$ cat config.mk
export PLATFORM = sky130hd
export DESIGN_NAME = iosd_status_bank
export DESIGN_NICKNAME = d
export VERILOG_FILES = /design/src/rtl/iosd_flag_logic.v /design/src/rtl/iosd_status_bank.v
export VERILOG_INCLUDE_DIRS = /design/src /design/src/rtl
export SDC_FILE = /design/constraint.sdc
export NUM_CORES = 2
export LEC_CHECK = 0
export BUFFER_PORTS_ARGS = -buffer_cell sky130_fd_sc_hd__buf_4
export CORE_MARGIN = 4
export CORE_UTILIZATION = 40
export CTS_BUF_LIST = sky130_fd_sc_hd__clkbuf_8 sky130_fd_sc_hd__clkbuf_16
export DETAILED_ROUTE_END_ITERATION = 8
export GPL_ROUTABILITY_DRIVEN = 1
export SYNTH_ARGS = -nofsm -noshare
export SYNTH_HDL_FRONTEND = slang
export SYNTH_SLANG_ARGS = --single-unit
$ cat constraint.sdc
create_clock -name clk_i -period 9.05 [get_ports clk_i]
set_clock_uncertainty 0.1 [all_clocks]
set_input_delay 1.3575 -clock clk_i [delete_from_list [all_inputs] [get_ports clk_i]]
set_output_delay 1.3575 -clock clk_i [all_outputs]
set_load 0.01 [all_outputs]
$ cat src/rtl/iosd_defs.vh
// constants for the io status display register bank
`ifndef IOSD_DEFS_VH
`define IOSD_DEFS_VH

// ==========================================
// register indices (byte address = 4 * index)
`define IOSD_IDX_COND_MET     16'h2217
`define IOSD_IDX_FLAG_STAT    16'h2218
`define IOSD_IDX_TERM_STAT    16'h2219
`define IOSD_IDX_ACTIVE_SET   16'h221A
`define IOSD_IDX_AIN_A_PRE    16'h221B
`define IOSD_IDX_AIN_A_POST   16'h221C
`define IOSD_IDX_AIN_B_PRE    16'h221D
`define IOSD_IDX_AIN_B_POST   16'h221E
`define IOSD_IDX_AOUT_A_PRE   16'h2221
`define IOSD_IDX_FLAG_CFG0    16'h2300
`define IOSD_IDX_EDIT_SET     16'h2308
`define IOSD_IDX_SET_CTRL     16'h2309

// ==========================================
// reset values
`define IOSD_RST_STATUS       16'h0000
`define IOSD_RST_CFG          18'h00000
`define IOSD_RST_SET          3'h0
`define IOSD_RST_EDIT_SET     3'h1

// ==========================================
// display limits in 0.1 percent units
`define IOSD_LIM_PRE          16'sh03E8
`define IOSD_LIM_POST         16'sh0FA0

// ==========================================
// flag configuration word fields
`define IOSD_CFG_MASK_LSB     0
`define IOSD_CFG_MASK_MSB     7
`define IOSD_CFG_INV_LSB      8
`define IOSD_CFG_INV_MSB      15
`define IOSD_CFG_MODE_OR      16
`define IOSD_CFG_INV_OUT      17
`define IOSD_CFG_W            18

// ==========================================
// set control fields and edit set blocked bit
`define IOSD_SC_BASE_LSB      0
`define IOSD_SC_BASE_MSB      2
`define IOSD_SC_AUTO_EN       3
`define IOSD_SC_TRIG_LSB      4
`define IOSD_SC_TRIG_MSB      6
`define IOSD_SC_TGT_LSB       8
`define IOSD_SC_TGT_MSB       10
`define IOSD_ES_BLOCKED       8

`endif

$ cat src/rtl/iosd_flag_logic.v
// first logic step for one output flag
`timescale 1ns/1ps
`include "iosd_defs.vh"

module iosd_flag_logic (
  input  wire [7:0]               cond_i,
  input  wire [`IOSD_CFG_W-1:0]   cfg_i,
  output wire                     flag_o
);
  wire [7:0] mask;
  wire [7:0] terms;
  wire       and_res;
  wire       or_res;
  wire       raw;

  assign mask  = cfg_i[`IOSD_CFG_MASK_MSB:`IOSD_CFG_MASK_LSB];
  // each selected condition may be inverted before linking
  assign terms = (cond_i ^ cfg_i[`IOSD_CFG_INV_MSB:`IOSD_CFG_INV_LSB]) & mask;
  // an empty selection never sets the raw result, even in and-mode; output inversion still applies
  assign and_res = (mask != 8'h00) && (terms == mask);
  assign or_res  = |terms;
  assign raw     = cfg_i[`IOSD_CFG_MODE_OR] ? or_res : and_res;
  assign flag_o  = raw ^ cfg_i[`IOSD_CFG_INV_OUT];
endmodule

$ cat src/rtl/iosd_status_bank.v
// io status display register bank with flag logic and parameter sets
// What this block does
// condition register bit n shows selected condition n met, before linking
// several met conditions read as the sum of their power-of-two weights
// eight output flags shown, bit n for flag n after logic step one
// logic step one links conditions per flag logic parameters of active set
// terminal bits: out one, out two, relay one, relay two, internal a-d
// eight parameter sets; active set number shown in its register
// active set may switch by itself from a programmed flag trigger
// host edits a non-active set without disturbing the active one
// input one before gain shown signed, -100 to 100 percent, 0.1 steps
// input one after gain shown in 0.1 steps, limited to +-400 percent
// input two before gain shown signed, -100 to 100 percent, 0.1 steps
// input two after gain shown in 0.1 steps, limited to +-400 percent
// output one before gain shown signed, -400 to 400 percent, 0.1 steps
// writes to display registers ignored; displays track live state
//
// Our own choice: the Wishbone register port.
`timescale 1ns/1ps
`include "iosd_defs.vh"

module iosd_status_bank (
  input  wire        clk_i,
  input  wire        rst_i,
  // classic wishbone slave
  input  wire        cyc_i,
  input  wire        stb_i,
  input  wire        we_i,
  input  wire [17:0] adr_i,
  input  wire [3:0]  sel_i,
  input  wire [31:0] dat_i,
  output wire [31:0] dat_o,
  output wire        ack_o,
  // live state
  input  wire [7:0]  cond_met_i,
  input  wire [15:0] analog_input_one_pre_i,
  input  wire [15:0] analog_input_one_post_i,
  input  wire [15:0] analog_input_two_pre_i,
  input  wire [15:0] analog_input_two_post_i,
  input  wire [15:0] analog_output_one_pre_i,
  // terminals
  output wire        digital_output_one_o,
  output wire        digital_output_two_o,
  output wire        relay_one_o,
  output wire        relay_two_o,
  output wire        internal_output_a_o,
  output wire        internal_output_b_o,
  output wire        internal_output_c_o,
  output wire        internal_output_d_o,
  output wire [2:0]  active_set_o
);

  // ==========================================
  // helper: saturate a signed value to +-lim
  function [15:0] sat;
    input [15:0] v;
    input [15:0] lim;
    reg signed [15:0] sv;
    reg signed [15:0] sl;
    begin
      sv = v;
      sl = lim;
      if (sv > sl) begin
        sat = lim;
      end else if (sv < -sl) begin
        sat = -lim;
      end else begin
        sat = v;
      end
    end
  endfunction

  // ==========================================
  // status registers
  reg  [7:0]  cond_q;
  reg  [7:0]  flag_q;
  reg  [7:0]  term_q;
  reg  [2:0]  active_q;
  reg  [15:0] ain_a_pre_q;
  reg  [15:0] ain_a_post_q;
  reg  [15:0] ain_b_pre_q;
  reg  [15:0] ain_b_post_q;
  reg  [15:0] aout_a_pre_q;

  // ==========================================
  // configuration: 8 sets of 8 flag words
  reg  [`IOSD_CFG_W-1:0] cfg_mem [0:63];
  reg  [2:0]             edit_set_q;
  reg  [2:0]             base_set_q;
  reg                    auto_en_q;
  reg  [2:0]             trig_flag_q;
  reg  [2:0]             tgt_set_q;

  // ==========================================
  // bus signals
  reg         ack_q;
  reg  [31:0] dat_q;
  wire        req;
  wire [15:0] idx;
  wire        wr;
  wire        cfg_hit;
  wire [2:0]  cfg_flag;
  wire        edit_blocked;
  wire [7:0]  flag_d;
  reg  [2:0]  active_d;
  reg  [31:0] rd_d;

  assign req      = cyc_i & stb_i & ~ack_q;
  assign idx      = adr_i[17:2];
  assign wr       = req & we_i;
  assign cfg_hit  = ({idx[15:3], 3'b000} == `IOSD_IDX_FLAG_CFG0);
  assign cfg_flag = idx[2:0];
  assign edit_blocked = (edit_set_q == active_q);
  assign ack_o    = ack_q;
  assign dat_o    = dat_q;

  // ==========================================
  // first logic step, one instance per flag
  genvar g;
  generate
    for (g = 0; g < 8; g = g + 1) begin : g_flag
      // a genvar cannot be part-selected, so its low bits go through a localparam
      localparam [2:0] FLAG_IDX = g;
      iosd_flag_logic u_flag (
        .cond_i (cond_q),
        .cfg_i  (cfg_mem[{active_q, FLAG_IDX}]),
        .flag_o (flag_d[g])
      );
    end
  endgenerate

  // ==========================================
  // autonomous set switching
  // while the trigger flag is set the target set governs, else the base set
  always @* begin
    if (auto_en_q && flag_q[trig_flag_q]) begin
      active_d = tgt_set_q;
    end else begin
      active_d = base_set_q;
    end
  end

  // ==========================================
  // live status capture; conditions and analog values one cycle behind the inputs, flags two, terminals three
  always @(posedge clk_i) begin
    if (rst_i) begin
      cond_q       <= 8'h00;
      flag_q       <= 8'h00;
      term_q       <= 8'h00;
      active_q     <= `IOSD_RST_SET;
      ain_a_pre_q  <= `IOSD_RST_STATUS;
      ain_a_post_q <= `IOSD_RST_STATUS;
      ain_b_pre_q  <= `IOSD_RST_STATUS;
      ain_b_post_q <= `IOSD_RST_STATUS;
      aout_a_pre_q <= `IOSD_RST_STATUS;
    end else begin
      cond_q       <= cond_met_i;
      flag_q       <= flag_d;
      // the second logic step is not modelled: terminal n follows flag n
      term_q       <= flag_q;
      active_q     <= active_d;
      ain_a_pre_q  <= sat(analog_input_one_pre_i, `IOSD_LIM_PRE);
      ain_a_post_q <= sat(analog_input_one_post_i, `IOSD_LIM_POST);
      ain_b_pre_q  <= sat(analog_input_two_pre_i, `IOSD_LIM_PRE);
      ain_b_post_q <= sat(analog_input_two_post_i, `IOSD_LIM_POST);
      aout_a_pre_q <= sat(analog_output_one_pre_i, `IOSD_LIM_POST);
    end
  end

  assign digital_output_one_o = term_q[0];
  assign digital_output_two_o = term_q[1];
  assign relay_one_o          = term_q[2];
  assign relay_two_o          = term_q[3];
  assign internal_output_a_o  = term_q[4];
  assign internal_output_b_o  = term_q[5];
  assign internal_output_c_o  = term_q[6];
  assign internal_output_d_o  = term_q[7];
  assign active_set_o         = active_q;

  // ==========================================
  // configuration writes
  // edits land in the edit set only; an edit aimed at the set now in use
  // is dropped so a running drive never sees a half-written configuration
  integer i;
  always @(posedge clk_i) begin
    if (rst_i) begin
      for (i = 0; i < 64; i = i + 1) begin
        cfg_mem[i] <= `IOSD_RST_CFG;
      end
    end else if (wr && cfg_hit && !edit_blocked) begin
      if (sel_i[0]) begin
        cfg_mem[{edit_set_q, cfg_flag}][7:0] <= dat_i[7:0];
      end
      if (sel_i[1]) begin
        cfg_mem[{edit_set_q, cfg_flag}][15:8] <= dat_i[15:8];
      end
      if (sel_i[2]) begin
        cfg_mem[{edit_set_q, cfg_flag}][17:16] <= dat_i[17:16];
      end
    end
  end

  always @(posedge clk_i) begin
    if (rst_i) begin
      edit_set_q  <= `IOSD_RST_EDIT_SET;
      base_set_q  <= `IOSD_RST_SET;
      auto_en_q   <= 1'b0;
      trig_flag_q <= 3'h0;
      tgt_set_q   <= `IOSD_RST_SET;
    end else if (wr && sel_i[0] && idx == `IOSD_IDX_EDIT_SET) begin
      edit_set_q <= dat_i[2:0];
    end else if (wr && idx == `IOSD_IDX_SET_CTRL) begin
      if (sel_i[0]) begin
        base_set_q  <= dat_i[`IOSD_SC_BASE_MSB:`IOSD_SC_BASE_LSB];
        auto_en_q   <= dat_i[`IOSD_SC_AUTO_EN];
        trig_flag_q <= dat_i[`IOSD_SC_TRIG_MSB:`IOSD_SC_TRIG_LSB];
      end
      if (sel_i[1]) begin
        tgt_set_q <= dat_i[`IOSD_SC_TGT_MSB:`IOSD_SC_TGT_LSB];
      end
    end
  end

  // ==========================================
  // read mux; display registers have no write path at all
  always @* begin
    rd_d = 32'h0000_0000;
    if (cfg_hit) begin
      rd_d[`IOSD_CFG_W-1:0] = cfg_mem[{edit_set_q, cfg_flag}];
    end else begin
      case (idx)
        `IOSD_IDX_COND_MET:   rd_d[7:0]  = cond_q;
        `IOSD_IDX_FLAG_STAT:  rd_d[7:0]  = flag_q;
        `IOSD_IDX_TERM_STAT:  rd_d[7:0]  = term_q;
        `IOSD_IDX_ACTIVE_SET: rd_d[2:0]  = active_q;
        `IOSD_IDX_AIN_A_PRE:  rd_d[15:0] = ain_a_pre_q;
        `IOSD_IDX_AIN_A_POST: rd_d[15:0] = ain_a_post_q;
        `IOSD_IDX_AIN_B_PRE:  rd_d[15:0] = ain_b_pre_q;
        `IOSD_IDX_AIN_B_POST: rd_d[15:0] = ain_b_post_q;
        `IOSD_IDX_AOUT_A_PRE: rd_d[15:0] = aout_a_pre_q;
        `IOSD_IDX_EDIT_SET: begin
          rd_d[2:0]              = edit_set_q;
          rd_d[`IOSD_ES_BLOCKED] = edit_blocked;
        end
        `IOSD_IDX_SET_CTRL: begin
          rd_d[`IOSD_SC_BASE_MSB:`IOSD_SC_BASE_LSB] = base_set_q;
          rd_d[`IOSD_SC_AUTO_EN]                    = auto_en_q;
          rd_d[`IOSD_SC_TRIG_MSB:`IOSD_SC_TRIG_LSB] = trig_flag_q;
          rd_d[`IOSD_SC_TGT_MSB:`IOSD_SC_TGT_LSB]   = tgt_set_q;
        end
        default: rd_d = 32'h0000_0000;
      endcase
    end
  end

  // ==========================================
  // one-wait-state answer; every address is acked, unmapped reads zero
  always @(posedge clk_i) begin
    if (rst_i) begin
      ack_q <= 1'b0;
      dat_q <= 32'h0000_0000;
    end else begin
      ack_q <= req;
      if (req && !we_i) begin
        dat_q <= rd_d;
      end
    end
  end

endmodule

# Word-level counts from Yosys, hierarchy flattened
# Memory sizes are Yosys's and may differ from the RTL's. A register that Yosys moved wholly into a read port is not among the register bits.
# Index checks and enable logic that the tools add are counted.
[word_totals]
ram_bits = 1152
n_memories = 1
out_inout_bits = 44
inputBits = 147
register_bits = 139
wordCells = 187
[memory_table]
columns = ["name", "words", "width", "rd", "rd_clocked_by_memory_dff", "wr", "line_no", "rtl"]
rows = [
  ["cfg_mem", 64, 18, 9, 8, 64, "iosd_status_bank.v:87", "reg [`IOSD_CFG_W-1:0] cfg_mem [0:63];"],
]
[classes]
n_reduce_logical = 46
order_cmp = 11
n_bitwise = 29
n_mux = 53
eq_ne = 21
[op_table]
columns = ["cell", "n"]
rows = [
  ["16-bit by 14-bit == test with 1-bit output (second input constant)", 11],
  ["16-bit 2-to-1 mux", 5],
  ["8-bit AND", 8],
  ["8-bit == test", 8],
  ["8-bit nonzero test", 8],
  ["8-bit OR reduction", 8],
  ["8-bit XOR", 8],
  ["6-bit 2-to-1 mux", 9],
  ["16-bit by 13-bit > comparator with 1-bit output (second input constant)", 3],
  ["16-bit by 13-bit < comparator with 1-bit output (second input constant)", 3],
  ["12-bit 2-to-1 mux", 3],
  ["18-bit 2-to-1 mux", 2],
  ["4-bit case mux with 9 select lines", 1],
  ["3-bit case mux with 11 select lines", 1],
  ["16-bit by 11-bit > comparator with 1-bit output (second input constant)", 2],
  ["16-bit by 11-bit < comparator with 1-bit output (second input constant)", 2],
  ["5-bit case mux with 5 select lines", 1],
  ["1-bit 2-to-1 mux", 23],
  ["10-bit 2-to-1 mux", 2],
  ["18-bit OR reduction", 1],
  ["1-bit logical AND", 15],
  ["3-bit OR reduction", 5],
  ["13-bit by 11-bit == test with 1-bit output (second input constant)", 1],
  ["2-bit case mux with 6 select lines", 1],
  ["other kinds (12)", 29],
]

# Depth between registers and ports, before layout
[depth]
ltp_word = 10
mapped_depth = 14
ltp_nobuf = 8

# By module
# Synthesis repeated with hierarchy kept, for this count alone.
[hier_totals]
cells_unflattened = 5109
hier_area_um2 = 70242.4
[by_module_without_submodules]
columns = ["module", "area_each_um2", "seq_area_each_um2", "cells_each", "instances"]
rows = [
  ["iosd_status_bank", 68550.7, 37375.8, 4853, 1],
  ["iosd_flag_logic", 211.5, 0.0, 32, 8],
]

# Least setup slack after synthesis
# Ideal clock, no wire load.
[synth_path]
path_type = "input-to-reg"
from = "input adr_i[2]"
to = "memory cfg_mem[0][10] (netlist name), enable pin"
t_required_ns = 8.641
slack_ns = 5.034
setup_ns = 0.309
cell_stages = 10
path_buffers = 6
t_arrival_ns = 3.606
cell_sequence = "buf_2 -> buf_2 -> buf_4 -> buf_4 -> buf_2 -> nor3_1 -> buf_2 -> nand2_1 -> nor2_1 -> or2_2"
[synth_rtl]
columns = ["item", "line_no", "rtl"]
rows = [
  ["start: declaration", "iosd_status_bank.v:29", "input wire [17:0] adr_i,"],
  ["end: declaration", "iosd_status_bank.v:87", ""],
]

==> run metrics <==
Yosys cell types 71; DR vias/cell 6.30; I/O Buffers 159; Tcrit/Tclk final 57.6%; Die Width 426 um; Layout area overhead 11.2%; Most Crowded Layer GR met2; sequential area share after synthesis 53.6%; Hold Violations, Final 0; fin. max-slew vios 0; 1st-pass router iterations 9; Seq cells post-synth 1291; Final Setup Violations 0; RSZ-0062 raised after global routing no; Pleak 27.3 nW; post-synthesis xor/xnor area fraction 1.13%; area fraction of the dominant cell type after synthesis 49.6%; Clock Sinks 1291; Req. time, crit path 9.45 ns; Power Dens Cells 183 nW/um^2; relative max-transition margin 12.2%; Post-synth ARST share 0%; GRT met3 Usage 7.95%; Main synth FF type edfxtp_1; vias in the first global route 44800; crit path kind in -> reg; Max Fclk 192 MHz; antenna violations before repair 15; first-pass GRT wire length 366000 um; WL/cell 35.6 um; Synth area leaders edfxtp_1, mux4_2, and2_1; Synth Area in Compound Gates 4.00%; Hold Buf Count CTS 0; Worst EP arrival 5.61 ns; min cycle time layout 5.21 ns; GRT met1 Usage 39.9%; CP max FO 44; antenna-violating nets left 0; cells after synthesis 5010; status complete, no violations; IO Pins 191; Synth Warn # 0; CTS Buf Count 142; root buffer cell clkbuf_16; post-route cell area 77600 um^2; FP Rows 153; Setup TNS 0 ns; largest net degree at the start of global routing 139; H-tree depth 4; Yosys top cell by area edfxtp_1; Post-route DRC 0; Clock Tree Buf Depth 3; routability cong. 1.01; CTS tree built; Skew-Pair Late Insertion Delay 0.83 ns; Filler cells 15400; met2 Usage GRT 42.5%; Post-Synth Simple-Gate Area 15.3%; Starting Density 40.2%; Slew @ Worst Pin 1.31 ns; Adder-Cell Fraction of Synth Area 0.0897%; synthesized cell area 69800 um^2; Iteration-0 DRC Markers 7361; Hold WS 0.356 ns; HPWL Detailed 197000 um; Peak supply drop 0.000164 V; min-delay worst type reg -> reg; largest family of logic cells by synthesized area multiplexers; vias 46900; mux contribution to synthesized area 22.9%; Total Routing Usage GR 28.9%; layout cells sized above 1 24.2%; Post-synth EDFFs 1152; cell with the most instances after synthesis edfxtp_1; crit path capture type flip-flop; post-CTS setup buffer count 0; die height 426 um; Final #Nets 5142; max cap viols 0; commonest cells in the netlist edfxtp_1, and2_1, mux4_2; post-cts resize count 0; Post-DP Area 72800 um^2; core area 174000 um^2; die area 181000 um^2; final WL 265000 um; post-synthesis average cell area 13.9 um^2; clk slew on worst S/H paths 0.06 ns; Worst Setup Start Kind primary input; grt total ovfl 0
-- cell type report --
cell class | count | area, um^2 | area share, %
antenna | 7 | 17.5 | 0.0226
clock buffer | 151 | 3760 | 4.84
clock inverter | 106 | 1020 | 1.32
inverter | 47 | 186 | 0.240
multi-input combinational | 3267 | 30300 | 39.1
sequential | 1291 | 37400 | 48.2
tap | 2325 | 2910 | 3.75
timing repair buffer | 241 | 1940 | 2.51
-- worst max-delay path, cell delays in order --
cell      delay, ns
buf_4          0.11
nor4b_1        0.38
nand4_1        0.30
nand2b_1       0.70
nor3_2         0.58
nand2_2        0.48
buf_4          0.50
nor3_1         0.75
or2_2          0.37
-- report_power, final --
group | leakage, nW | switching (mW) | internal [mW]
sequential | 12.8 | 0.208 | 6.70
clock | 2.44 | 2.55 | 3.56
combinational | 12.1 | 0.706 | 0.450
-- final timing paths --
check                        from         endpoint  slack (ns)  depth (start not counted)
hold reg to reg          dat_o[7]         dat_o[7]        0.36                          2
setup reg to reg  active_set_o[0]        flag_q[7]        4.30                          9
setup / recovery        adr_i[14]  cfg_mem[62][11]        3.84                          9
hold / removal           dat_o[7]         dat_o[7]        0.36                          2
-- cell families (layout without fill, tap and decap cells) --
| kind of cell | count (synthesis) | count (layout) |
|---|---|---|
| multiplexers | 825 | 825 |
| adder cells (fa/ha/maj) | 5 | 5 |
| XOR/XNOR | 90 | 90 |
| other | 1 | 21 |
| flip-flops | 1291 | 1291 |
| AO/OA/AOI/OAI | 407 | 407 |
| buffers and inverters | 465 | 545 |
| AND/OR/NAND/NOR | 1926 | 1926 |
-- state kept, by name, indices dropped and copies added, names as in the netlist, 3 cells and up --
| name | count |
|---|---|
| ain_a_pre_q | 16 |
| ain_b_post_q | 16 |
| cond_q | 8 |
| tgt_set_q | 3 |
| cfg_mem | 1152 |
| base_set_q | 3 |
| term_q | 8 |
| active_set_o | 3 |
| flag_q | 8 |
| dat_o | 18 |
| edit_set_q | 3 |
| trig_flag_q | 3 |
| aout_a_pre_q | 16 |
| ain_b_pre_q | 16 |
| ain_a_post_q | 16 |
-- cell usage in the layout, fill, tap and decap left out, types with 8 or more instances in the layout --
master     count
edfxtp_1    1152
o22ai_1       50
buf_12         9
nand3_1       18
xor2_1        55
or2_2        131
nand2_1      219
o21a_1        24
nor4_1        12
nor2b_1       47
o21ai_0       33
xnor2_1       35
inv_1         73
conb_1        14
clkinv_2      20
o41ai_1        9
o21bai_1      61
inv_6          8
nand2b_1      38
nor3_1        55
clkbuf_16    149
a22o_1         8
buf_4        229
nor2_1       320
a221oi_1      23
mux4_2       614
dfxtp_1      134
mux2i_1      195
a22oi_1       34
a21oi_1       90
a211oi_1      17
nand4_1       14
clkinv_1      22
bufinv_16     20
and2_1      1033
mux2_2        16
-- metrics by stage --
step                      util (%)  total power, mW  setup WS, ns  instances
final                         44.7             14.2          3.84       7435
after global routing          44.7             14.5          3.69       7430
after CTS                     44.7             14.2          4.03       7428
after detailed placement      41.9             8.14          3.16       7171
after global placement        41.9             8.13          3.24       7171
after floorplan                  -             7.59          5.03       5023
-- routing by layer --
layer | part of all wire, % | vias to the layer above
met1 | 38 | 24000
li1 | - | 18800
met2 | 43 | 3515
met4 | 5.7 | 2
met5 | 0.0030 | -
met3 | 13 | 576
Power figures use the tool's default switching activity.
